==> src/ssirq_pkg.sv <==
package ssirq_pkg;

    // register indexes; byte address on the bus is four times the index
    localparam logic [31:0] IDX_GEN_STATUS = 32'hFFFE1029;
    localparam logic [31:0] IDX_SCSI_CTRL = 32'hFFFE102A;
    localparam logic [31:0] IDX_SLAVE_BASE = 32'hFFFE102B;
    localparam logic [31:0] IDX_IRQ_STATUS = 32'hFFFE102C;
    localparam logic [31:0] IDX_IRQ_MASK = 32'hFFFE102D;
    localparam logic [31:0] IDX_GLOBAL_CTRL = 32'hFFFE1027;

    // general status field positions
    localparam int GS_PARITY_BIT = 0;
    localparam int GS_POWER_BIT = 1;

    // scsi port interrupt control field positions
    localparam int SC_LEVEL_LSB = 0;
    localparam int SC_LEVEL_W = 3;
    localparam int SC_ENABLE_BIT = 3;
    localparam int SC_DRIVE_BIT = 4;
    localparam int SC_SENSE_BIT = 5;
    localparam int SC_RST_IRQ_BIT = 6;
    localparam int SC_PORT_IRQ_BIT = 7;

    // slave base field positions
    localparam int SB_SEL_LSB = 0;
    localparam int SB_SEL_W = 5;
    localparam int SB_WAIT_BIT = 5;
    localparam int SB_NET_LSB = 6;

    // interrupt status and mask layout
    localparam int IS_PARITY_BIT = 0;
    localparam int IS_SCSI_RST_BIT = 1;
    localparam int IS_CHIP_BIT = 2;
    localparam int IS_W = 3;

    // global control layout
    localparam int GC_GATE_BIT = 4;

    // onboard memory span is 2**MEM_SPAN_LOG2 bytes
    localparam int MEM_SPAN_LOG2 = 22;

    // reset values
    localparam logic [7:0] RST_SCSI_CTRL = 8'h00;
    localparam logic [7:0] RST_SLAVE_BASE = 8'h00;
    localparam logic [IS_W-1:0] RST_IRQ_MASK = 3'h0;
    localparam logic RST_GATE = 1'b0;

endpackage

==> src/ssirq_rst_sync.sv <==
`timescale 1ns/100ps
`default_nettype none
// releases an active-low async reset in step with the clock
module ssirq_rst_sync (
    // clock and raw reset
    input wire logic i_clk,
    input wire logic i_arst_n,
    // synchronised reset
    output logic o_rst_n
);
    logic meta_q;

    // assert at once, release after two edges to avoid a metastable release
    always_ff @(posedge i_clk or negedge i_arst_n) begin
        if (!i_arst_n) begin
            meta_q <= 1'b0;
            o_rst_n <= 1'b0;
        end else begin
            meta_q <= 1'b1;
            o_rst_n <= meta_q;
        end
    end
endmodule
`default_nettype wire

==> src/ssirq_sticky_bit.sv <==
`timescale 1ns/100ps
`default_nettype none
// sticky flag: set by hardware, cleared by software; set beats clear
module ssirq_sticky_bit #(
    parameter logic RST_VAL = 1'b0
) (
    // clock and reset
    input wire logic i_clk,
    input wire logic i_rst_n,
    // set and clear requests
    input wire logic i_set,
    input wire logic i_clr,
    // flag
    output logic o_q
);
    // an event landing on the clear cycle is kept, never lost
    always_ff @(posedge i_clk or negedge i_rst_n) begin
        if (!i_rst_n) begin
            o_q <= RST_VAL;
        end else if (i_set) begin
            o_q <= 1'b1;
        end else if (i_clr) begin
            o_q <= 1'b0;
        end
    end
endmodule
`default_nettype wire

==> src/ssirq_top.sv <==
// Register access over APB is this design's own decision.
`timescale 1ns/100ps
`default_nettype none
module ssirq_top (
    // clock and resets
    input wire logic i_clk,
    input wire logic i_rst_n,
    input wire logic i_por_n,
    // apb slave
    input wire logic i_psel,
    input wire logic i_penable,
    input wire logic i_pwrite,
    input wire logic [31:0] i_paddr,
    input wire logic [31:0] i_pwdata,
    output logic o_pready,
    output logic o_pslverr,
    output logic [31:0] o_prdata,
    // board events
    input wire logic i_mem_parity_fault,
    input wire logic i_scsi_bus_reset_sense,
    input wire logic i_scsi_chip_irq,
    // scsi bus reset drive
    output logic o_scsi_bus_reset_drive,
    // interrupt requests
    output logic [2:0] o_scsi_irq_level,
    output logic o_irq,
    // slave window
    output logic [31:0] o_win_start,
    output logic [31:0] o_win_last,
    output logic o_locked_cycle_wait_ctl,
    output logic [1:0] o_net_dma_addr_hi
);
    // released copies of the system and power-on resets
    logic rst_n;
    logic por_rst_n;

    // every flop runs from the released copies of the resets
    ssirq_rst_sync u_rst_sync (
        .i_clk(i_clk),
        .i_arst_n(i_rst_n),
        .o_rst_n(rst_n)
    );
    ssirq_rst_sync u_por_sync (
        .i_clk(i_clk),
        .i_arst_n(i_por_n),
        .o_rst_n(por_rst_n)
    );

    // ---- apb decode ----
    logic setup_w;
    logic access_w;
    logic wr_w;
    logic hit_gen_w;
    logic hit_scsi_w;
    logic hit_base_w;
    logic hit_ists_w;
    logic hit_mask_w;
    logic hit_gctl_w;
    logic mapped_w;
    logic [7:0] wbyte_w;

    // byte address is index times four, taken modulo the 32-bit bus
    assign setup_w = i_psel & ~i_penable;
    assign access_w = i_psel & i_penable & o_pready;
    assign wr_w = access_w & i_pwrite & ~o_pslverr;
    assign hit_gen_w = i_paddr == {ssirq_pkg::IDX_GEN_STATUS[29:0], 2'b00};
    assign hit_scsi_w = i_paddr == {ssirq_pkg::IDX_SCSI_CTRL[29:0], 2'b00};
    assign hit_base_w = i_paddr == {ssirq_pkg::IDX_SLAVE_BASE[29:0], 2'b00};
    assign hit_ists_w = i_paddr == {ssirq_pkg::IDX_IRQ_STATUS[29:0], 2'b00};
    assign hit_mask_w = i_paddr == {ssirq_pkg::IDX_IRQ_MASK[29:0], 2'b00};
    assign hit_gctl_w = i_paddr == {ssirq_pkg::IDX_GLOBAL_CTRL[29:0], 2'b00};
    assign mapped_w = hit_gen_w | hit_scsi_w | hit_base_w | hit_ists_w | hit_mask_w
        | hit_gctl_w;
    assign wbyte_w = i_pwdata[7:0];

    // ---- control registers ----
    logic [7:0] scsi_ctrl_q;
    logic [7:0] slave_base_q;
    logic [ssirq_pkg::IS_W-1:0] irq_mask_q;
    logic gate_q;

    // only writable fields are stored; the rest never take write data
    always_ff @(posedge i_clk or negedge rst_n) begin
        if (!rst_n) begin
            scsi_ctrl_q <= ssirq_pkg::RST_SCSI_CTRL;
            slave_base_q <= ssirq_pkg::RST_SLAVE_BASE;
            irq_mask_q <= ssirq_pkg::RST_IRQ_MASK;
            gate_q <= ssirq_pkg::RST_GATE;
        end else begin
            if (wr_w && hit_scsi_w) begin
                scsi_ctrl_q <= {3'h0, wbyte_w[4:0]};
            end
            if (wr_w && hit_base_w) begin
                slave_base_q <= wbyte_w;
            end
            if (wr_w && hit_mask_w) begin
                irq_mask_q <= wbyte_w[ssirq_pkg::IS_W-1:0];
            end
            if (wr_w && hit_gctl_w) begin
                gate_q <= wbyte_w[ssirq_pkg::GC_GATE_BIT];
            end
        end
    end

    logic [2:0] level_w;
    logic enable_w;

    // level and enable fields read straight out of the stored byte
    assign level_w = scsi_ctrl_q[ssirq_pkg::SC_LEVEL_LSB +: ssirq_pkg::SC_LEVEL_W];
    assign enable_w = scsi_ctrl_q[ssirq_pkg::SC_ENABLE_BIT];

    // ---- general status flags ----
    logic par_clr_w;
    logic pwr_clr_w;
    logic par_flag_q;
    logic pwr_flag_q;

    // a zero written leaves the flag where it was
    assign par_clr_w = wr_w & hit_gen_w & wbyte_w[ssirq_pkg::GS_PARITY_BIT];
    assign pwr_clr_w = wr_w & hit_gen_w & wbyte_w[ssirq_pkg::GS_POWER_BIT];

    // parity flag sits on the system reset; an event beats a same-cycle clear
    ssirq_sticky_bit #(.RST_VAL(1'b0)) u_par_flag (
        .i_clk(i_clk),
        .i_rst_n(rst_n),
        .i_set(i_mem_parity_fault),
        .i_clr(par_clr_w),
        .o_q(par_flag_q)
    );

    // sits on the power-on reset alone, so a plain system reset keeps it
    ssirq_sticky_bit #(.RST_VAL(1'b1)) u_pwr_flag (
        .i_clk(i_clk),
        .i_rst_n(por_rst_n),
        .i_set(1'b0),
        .i_clr(pwr_clr_w),
        .o_q(pwr_flag_q)
    );

    // ---- scsi reset interrupt ----
    logic qual_w;
    logic qual_q;
    logic rst_edge_w;
    logic rst_irq_clr_w;
    logic rst_irq_q;
    logic port_irq_w;

    // remembers enable-and-reset so that only its rising edge latches
    always_ff @(posedge i_clk or negedge rst_n) begin
        if (!rst_n) begin
            qual_q <= 1'b0;
        end else begin
            qual_q <= qual_w;
        end
    end

    assign qual_w = enable_w & i_scsi_bus_reset_sense;
    assign rst_edge_w = qual_w & ~qual_q;
    assign rst_irq_clr_w = (wr_w & hit_scsi_w & wbyte_w[ssirq_pkg::SC_RST_IRQ_BIT])
        | ~enable_w;
    assign port_irq_w = rst_irq_q | i_scsi_chip_irq;

    // disabling the interrupt holds the latch clear until the next edge
    ssirq_sticky_bit #(.RST_VAL(1'b0)) u_rst_irq (
        .i_clk(i_clk),
        .i_rst_n(rst_n),
        .i_set(rst_edge_w),
        .i_clr(rst_irq_clr_w),
        .o_q(rst_irq_q)
    );

    // ---- interrupt status and mask ----
    logic chip_q;
    logic [ssirq_pkg::IS_W-1:0] ev_w;
    logic [ssirq_pkg::IS_W-1:0] ev_clr_w;
    logic [ssirq_pkg::IS_W-1:0] ists_q;

    // previous chip request, so only its rising edge counts as an event
    always_ff @(posedge i_clk or negedge rst_n) begin
        if (!rst_n) begin
            chip_q <= 1'b0;
        end else begin
            chip_q <= i_scsi_chip_irq;
        end
    end

    // events are the parity fault, the enabled scsi reset edge and a chip request edge
    assign ev_w = {i_scsi_chip_irq & ~chip_q, rst_edge_w, i_mem_parity_fault};
    assign ev_clr_w = (wr_w & hit_ists_w) ? wbyte_w[ssirq_pkg::IS_W-1:0]
        : {ssirq_pkg::IS_W{1'b0}};

    // one sticky cell per status bit; a clear never swallows a same-cycle event
    genvar gi;
    generate
        for (gi = 0; gi < ssirq_pkg::IS_W; gi++) begin : g_ists
            ssirq_sticky_bit #(.RST_VAL(1'b0)) u_ev (
                .i_clk(i_clk),
                .i_rst_n(rst_n),
                .i_set(ev_w[gi]),
                .i_clr(ev_clr_w[gi]),
                .o_q(ists_q[gi])
            );
        end
    endgenerate

    // ---- outputs toward the board ----
    // the level output stays zero without the gate, so no request can escape
    always_ff @(posedge i_clk or negedge rst_n) begin
        if (!rst_n) begin
            o_scsi_bus_reset_drive <= 1'b0;
            o_scsi_irq_level <= 3'h0;
            o_irq <= 1'b0;
        end else begin
            o_scsi_bus_reset_drive <= scsi_ctrl_q[ssirq_pkg::SC_DRIVE_BIT];
            o_scsi_irq_level <= (port_irq_w && gate_q) ? level_w : 3'h0;
            o_irq <= gate_q & |(ists_q & irq_mask_q);
        end
    end

    // ---- slave window ----
    logic [4:0] win_sel_w;
    logic [31:0] win_start_w;
    logic [31:0] win_span_w;

    // the window start is the select times the span, a plain shift
    assign win_sel_w = slave_base_q[ssirq_pkg::SB_SEL_LSB +: ssirq_pkg::SB_SEL_W];
    assign win_start_w = 32'(win_sel_w) << ssirq_pkg::MEM_SPAN_LOG2;
    assign win_span_w = 32'h1 << ssirq_pkg::MEM_SPAN_LOG2;

    // registered so that the window outputs come straight from flops
    always_ff @(posedge i_clk or negedge rst_n) begin
        if (!rst_n) begin
            o_win_start <= 32'h0;
            o_win_last <= 32'h0;
            o_locked_cycle_wait_ctl <= 1'b0;
            o_net_dma_addr_hi <= 2'h0;
        end else begin
            o_win_start <= win_start_w;
            o_win_last <= win_start_w + win_span_w - 32'h1;
            o_locked_cycle_wait_ctl <= slave_base_q[ssirq_pkg::SB_WAIT_BIT];
            o_net_dma_addr_hi <= slave_base_q[ssirq_pkg::SB_NET_LSB +: 2];
        end
    end

    // ---- read mux ----
    logic [7:0] gen_rd_w;
    logic [7:0] scsi_rd_w;
    logic [7:0] ists_rd_w;
    logic [7:0] mask_rd_w;
    logic [7:0] gctl_rd_w;
    logic [7:0] rd_w;

    // register views; positions with no field read as zero
    assign gen_rd_w = {6'h00, pwr_flag_q, par_flag_q};
    assign ists_rd_w = {5'h00, ists_q};
    assign mask_rd_w = {5'h00, irq_mask_q};
    assign gctl_rd_w = 8'(gate_q) << ssirq_pkg::GC_GATE_BIT;
    // live sense and the combined status are read straight, never stored
    assign scsi_rd_w = {port_irq_w, rst_irq_q, i_scsi_bus_reset_sense,
        scsi_ctrl_q[4:0]};
    // unmapped addresses read zero alongside the error reply
    assign rd_w = hit_gen_w ? gen_rd_w
        : hit_scsi_w ? scsi_rd_w
        : hit_base_w ? slave_base_q
        : hit_ists_w ? ists_rd_w
        : hit_mask_w ? mask_rd_w
        : hit_gctl_w ? gctl_rd_w
        : 8'h00;

    // answer is prepared in the setup cycle so pready can come from a flop
    always_ff @(posedge i_clk or negedge rst_n) begin
        if (!rst_n) begin
            o_pready <= 1'b0;
            o_pslverr <= 1'b0;
            o_prdata <= 32'h0;
        end else begin
            o_pready <= setup_w;
            if (setup_w) begin
                o_pslverr <= ~mapped_w;
                o_prdata <= {24'h000000, rd_w};
            end else begin
                o_pslverr <= 1'b0;
                o_prdata <= 32'h0;
            end
        end
    end
endmodule
`default_nettype wire

==> config.mk <==
export PLATFORM = sky130hd
export DESIGN_NAME = ssirq_top
export DESIGN_NICKNAME = d
export VERILOG_FILES = /design/src/ssirq_pkg.sv /design/src/ssirq_rst_sync.sv /design/src/ssirq_sticky_bit.sv /design/src/ssirq_top.sv
export SDC_FILE = /design/constraint.sdc
export NUM_CORES = 1
export LEC_CHECK = 0
export ABC_CLOCK_PERIOD_IN_PS = 2800
export BUFFER_PORTS_ARGS = -buffer_cell sky130_fd_sc_hd__buf_2
export CAP_MARGIN = 20
export CORE_ASPECT_RATIO = 0.8
export CORE_MARGIN = 2
export CORE_UTILIZATION = 47
export DETAILED_ROUTE_END_ITERATION = 10
export GPL_ROUTABILITY_DRIVEN = 0
export GPL_TIMING_DRIVEN = 0
export PLACE_DENSITY_LB_ADDON = 0.3
export SLEW_MARGIN = 20
export SYNTH_ARGS = -nofsm -noshare
export SYNTH_HDL_FRONTEND = slang
export SYNTH_SLANG_ARGS = --single-unit
==> constraint.sdc <==
create_clock -name i_clk -period 2.8 [get_ports i_clk]
set_input_delay 0.56 -clock i_clk [delete_from_list [all_inputs] [get_ports i_clk]]
set_output_delay 0.56 -clock i_clk [all_outputs]
set_load 0.005 [all_outputs]
==> results.env <==
TIMING.CRITICAL_PATH.CELLS='buf_2, nor4bb_1, nand3_1, buf_1, nor4b_4, mux2_4'
DETAILED_PLACE_HPWL_MM=5.01
MAX-CLOCK-PATH-BUFFERS=2
PLACEMENT_ROWS=25
NUMBER_OF_ANTENNA_VIOLATING_NETS_IN_THE_ROUTED_DESIGN=0
SYNTHESIS_STAGE_REGISTER_BIT_COUNT=53
SYNTH_TOP_CELL_AREA_SHARE_PCT=44.1
CLOCK-SKEW-FINAL_NS=0.00973
CRITICAL_PATH_REQUIRED_NS=3.00
COUNT_OF_PORT_BUFFERS_ADDED_DURING_PLACEMENT=97
ASYNCSETRESETFLOPFRACSYNTH_PCT=100
ANTENNA_FOUND_INITIAL=0
POST_DRT_WL_PER_CELL_UM=12.0
FILLER_CELL_COUNT=483
TRITONCTS.NUM_BUFFERS=5
RUN_STATUS='finished clean'
SHARE_SEQ_OF_TOTAL_POWER_PCT=51.6
STATIC_LEAKAGE_uW=0.00222
INTERNAL_POWER_uW=1160
POWER.NET_SWITCHING_uW=350
HOLDBUFCOUNTCTS=0
SWITCHING_SHARE_PCT=23.1
DIEWIDTH_UM=92.6
IRDROPWORSTVDD_uV=250
POSTSYNTHAREAPERCELL_UM2=11.0
TIMING.CRITICAL_PATH.TO_TYPE='register'
CPPEAKSTAGEDELAY_NS=0.84
DESIGN.DIE.AREA_UM2=6930
INSERTEDDIODECOUNT=0
REPORT.FINAL.HOLD_VIOL_COUNT=0
GRT.TOTAL_USAGE_PCT=17.0
FMAX_MHz=414
YOSYS_WARNINGS=0
WORST_SLEW_PIN_SLEW_NS=0.844
CLOCK_POWER_SHARE_PCT=34.0
FINAL_NET_COUNT=504
FIRST_ITER_VIOLATIONS=103
GRT-OVFL-TOTAL=0
UNREPAIRED_SETUP_ENDPOINTS_AFTER_GLOBAL_ROUTING='no'
FINAL_INSTANCE_COUNT_EXCL_FILLERS=513
ARRIVAL_NS=2.62
NUMBER_OF_DISTINCT_LIBRARY_CELLS_AFTER_SYNTHESIS=48
TIMING.SETUP.CRITICAL_PATH_CLASS='input port to register'
VIA_COUNT_OF_THE_FIRST_GLOBAL_ROUTING_PASS=1984
TIMING.FINAL.MAX_SLEW_VIOLATIONS=0
CP_NUM_BUF_INV=2
CTS_ROOT_BUF='sky130_fd_sc_hd__clkbuf_8'
TIMING.CRITICAL_PATH.MAX_DELAY_FAMILY='simple AND/OR/NAND/NOR gates'
HOLD_CLASS='input port to asynchronous set/reset pin'
VIAS=2233
RELSLEWSLACK_PCT=43.5
POWER_DENSITY_nW_PER_UM2=390
SYNTH-EDFF-COUNT=0
CLOCK_SINKS=53
MOST_AREA_CONSUMING_CELLS_AFTER_SYNTHESIS='sky130_fd_sc_hd__dfrtp_1 (44%), sky130_fd_sc_hd__buf_4 (21%), sky130_fd_sc_hd__mux2_4 (4.1%)'
TIMING.FINAL.CRIT_PERIOD_NS=2.42
CTS_RESIZED=0
CLK_PIN_SLEW_NS=0.10
MOSTFREQUENTLAYOUTCELL='sky130_fd_sc_hd__buf_2'
CORE_REGION_AREA_UM2=5970
CTS_MAX_LEVEL=2
FINALWIRELENGTH_MM=6.15
CRITICAL_PATH_PEAK_FANOUT=10
POWER_FRAC_COMB_PCT=14.4
SYNTH_FF_TYPE='sky130_fd_sc_hd__dfrtp_1'
TIMING.MAX_CAP.VIOLATIONS=0
POST_SYNTH_INST_COUNT=269
FIN_SETUP_TNS_NS=0
FINAL_CELL_MIX='sky130_fd_sc_hd__buf_2 (97), sky130_fd_sc_hd__buf_4 (82), sky130_fd_sc_hd__conb_1 (59), sky130_fd_sc_hd__dfrtp_1 (51), sky130_fd_sc_hd__nor2_1 (12)'
POST_CTS_BUFFERS=0
VIAS_PER_CELL=4.35
POST_SYNTH_INSTANCE_AREA_UM2=2950
FINALSETUPVIOLATIONS=0
DIE_Y_UM=74.9
CRITPATHSLOWESTCELL='sky130_fd_sc_hd__nor4b_4'
POST-PLACE-CELLS=505
GRT_START_MAX_NET_PINS=34
POST_ROUTE_DRC_VIOLATION_COUNT=0
SYNTH_SEQ_AREA_SHARE_PCT=45.0
WORSTSKEWPAIRLATENCY_NS=0.31
IO_PINS=179
LAYOUT-DRIVE-GT1-SHARE_PCT=50.0
FINAL_MIN_PERIOD_OVER_CLOCK_PERIOD_PCT=86.3
DRT_FIRST_PASS_ITERS=5
INITIAL_UTILIZATION_PCT=49.4
GLOBAL_ROUTE_WIRE_LENGTH_BEFORE_REPAIR_MM=9.22
TRITONCTS_CLOCK_TREE='done'
WORSTSETUPSTARTPOINTTYPE='input port'
YOSYS.AREA.TOP_TYPE='sky130_fd_sc_hd__dfrtp_1'
AREA_DELTA_SYNTH_FINAL_PCT=31.6
==> worst register-to-register path, stage by stage (launching register included) <==
cell,delay (ns)
sky130_fd_sc_hd__dfrtp_1,0.40
sky130_fd_sc_hd__or4_4,0.54
sky130_fd_sc_hd__buf_6,0.16
sky130_fd_sc_hd__nor4b_4,0.71
sky130_fd_sc_hd__mux2_4,0.36
==> cell families (layout without fill, tap and decap cells) <==
logic type | count (synthesis) | in the layout | synth area share, %
AOI/OAI and AO/OA | 25 | 25 | 5.77
buffers and inverters | 95 | 201 | 22.8
DFF | 53 | 53 | 45.0
muxes | 25 | 25 | 10.2
other | 2 | 59 | 0.255
and+or+nand+nor | 69 | 69 | 16.0
==> sequential cells by signal, summed over array words and instances (netlist names), 2 cells and up <==
register	count
o_prdata	8
slave_base_q	8
o_win_last	6
scsi_ctrl_q	5
g_ists.u_ev.o_q	3
irq_mask_q	3
o_scsi_irq_level	3
o_net_dma_addr_hi	2
==> power by group through the flow <==
stage / combinational, uW / clock [uW] / sequential (uW)
2_1_floorplan: 135 / 0 / 800
3_3_place_gp: 198 / 0 / 804
3_5_place_dp: 214 / 0 / 796
4_1_cts: 214 / 524 / 782
5_1_grt: 242 / 552 / 783
6_report: 218 / 515 / 781
==> metrics by stage <==
step	util (%)	power [uW]	setup WS, ns	cell area [um2]	hold slack [ns]
after global routing	65.0	1580	0.223	3880	0.0184
after global placement	62.8	1000	0.00664	3750	0.163
final	65.0	1510	0.384	3880	0.0188
after CTS	65.0	1520	0.344	3880	0.0159
after floorplan	-	936	0.445	3160	0.160
after detailed placement	63.1	1010	0.0147	3770	0.166
==> per-layer routing <==
metal  track usage (%)  up-vias  wire length [um]  share of wire (%)
met2              29.9      115              2930                 48
met5                 0        -                 0                  0
met3              4.20        6               617                 10
li1                  -     1106                 -                  -
met4              3.48        0                36               0.59
met1              21.7     1006              2560                 42
==> final timing paths <==
check / depth (start not counted) / startpoint / endpoint / slack (ns)
max in group asynchronous: 1 / u_rst_sync.o_rst_n / o_irq / 2.13
min: 1 / i_rst_n / u_rst_sync.meta_q / 0.02
max reg2reg: 4 / o_pslverr / slave_base_q[2] / 0.53
min reg2reg: 0 / u_por_sync.o_rst_n / u_pwr_flag.o_q / 0.17
max: 6 / i_paddr[0] / slave_base_q[2] / 0.38
min in group i_clk: 0 / u_rst_sync.meta_q / u_rst_sync.o_rst_n / 0.36
==> synth_stat cells, types with 2 or more instances <==
cell type and n:
sky130_fd_sc_hd__a21oi_1 3, sky130_fd_sc_hd__a2bb2oi_1 2, sky130_fd_sc_hd__a31oi_1 2, sky130_fd_sc_hd__and3_1 3, sky130_fd_sc_hd__and4_1 2, sky130_fd_sc_hd__and4b_1 2
sky130_fd_sc_hd__buf_1 2, sky130_fd_sc_hd__buf_4 82, sky130_fd_sc_hd__clkbuf_1 4, sky130_fd_sc_hd__conb_1 2, sky130_fd_sc_hd__dfrtp_1 52, sky130_fd_sc_hd__inv_1 6
sky130_fd_sc_hd__mux2_2 9, sky130_fd_sc_hd__mux2_4 8, sky130_fd_sc_hd__mux2i_1 8, sky130_fd_sc_hd__nand2_1 11, sky130_fd_sc_hd__nand2b_1 6, sky130_fd_sc_hd__nand3_1 6
sky130_fd_sc_hd__nand4_1 2, sky130_fd_sc_hd__nor2_1 12, sky130_fd_sc_hd__nor2b_1 4, sky130_fd_sc_hd__nor3b_1 2, sky130_fd_sc_hd__nor4_1 2, sky130_fd_sc_hd__nor4_2 2
sky130_fd_sc_hd__nor4b_4 2, sky130_fd_sc_hd__nor4bb_1 2, sky130_fd_sc_hd__o211ai_1 2, sky130_fd_sc_hd__o21ai_0 7, sky130_fd_sc_hd__o41ai_1 3
==> area by class of cell <==
cell class	instances	area (um2)	share of cell area (%)
Tap cell	81	101	2.61
Timing Repair Buffer	98	505	13.0
Inverter	6	22.5	0.580
Multi-Input combinational cell	178	1160	30.0
Buffer	89	649	16.7
Sequential cell	53	1330	34.2
Clock buffer	6	72.6	1.87
Clock inverter	2	38.8	0.999
Power figures use the tool's default switching activity.
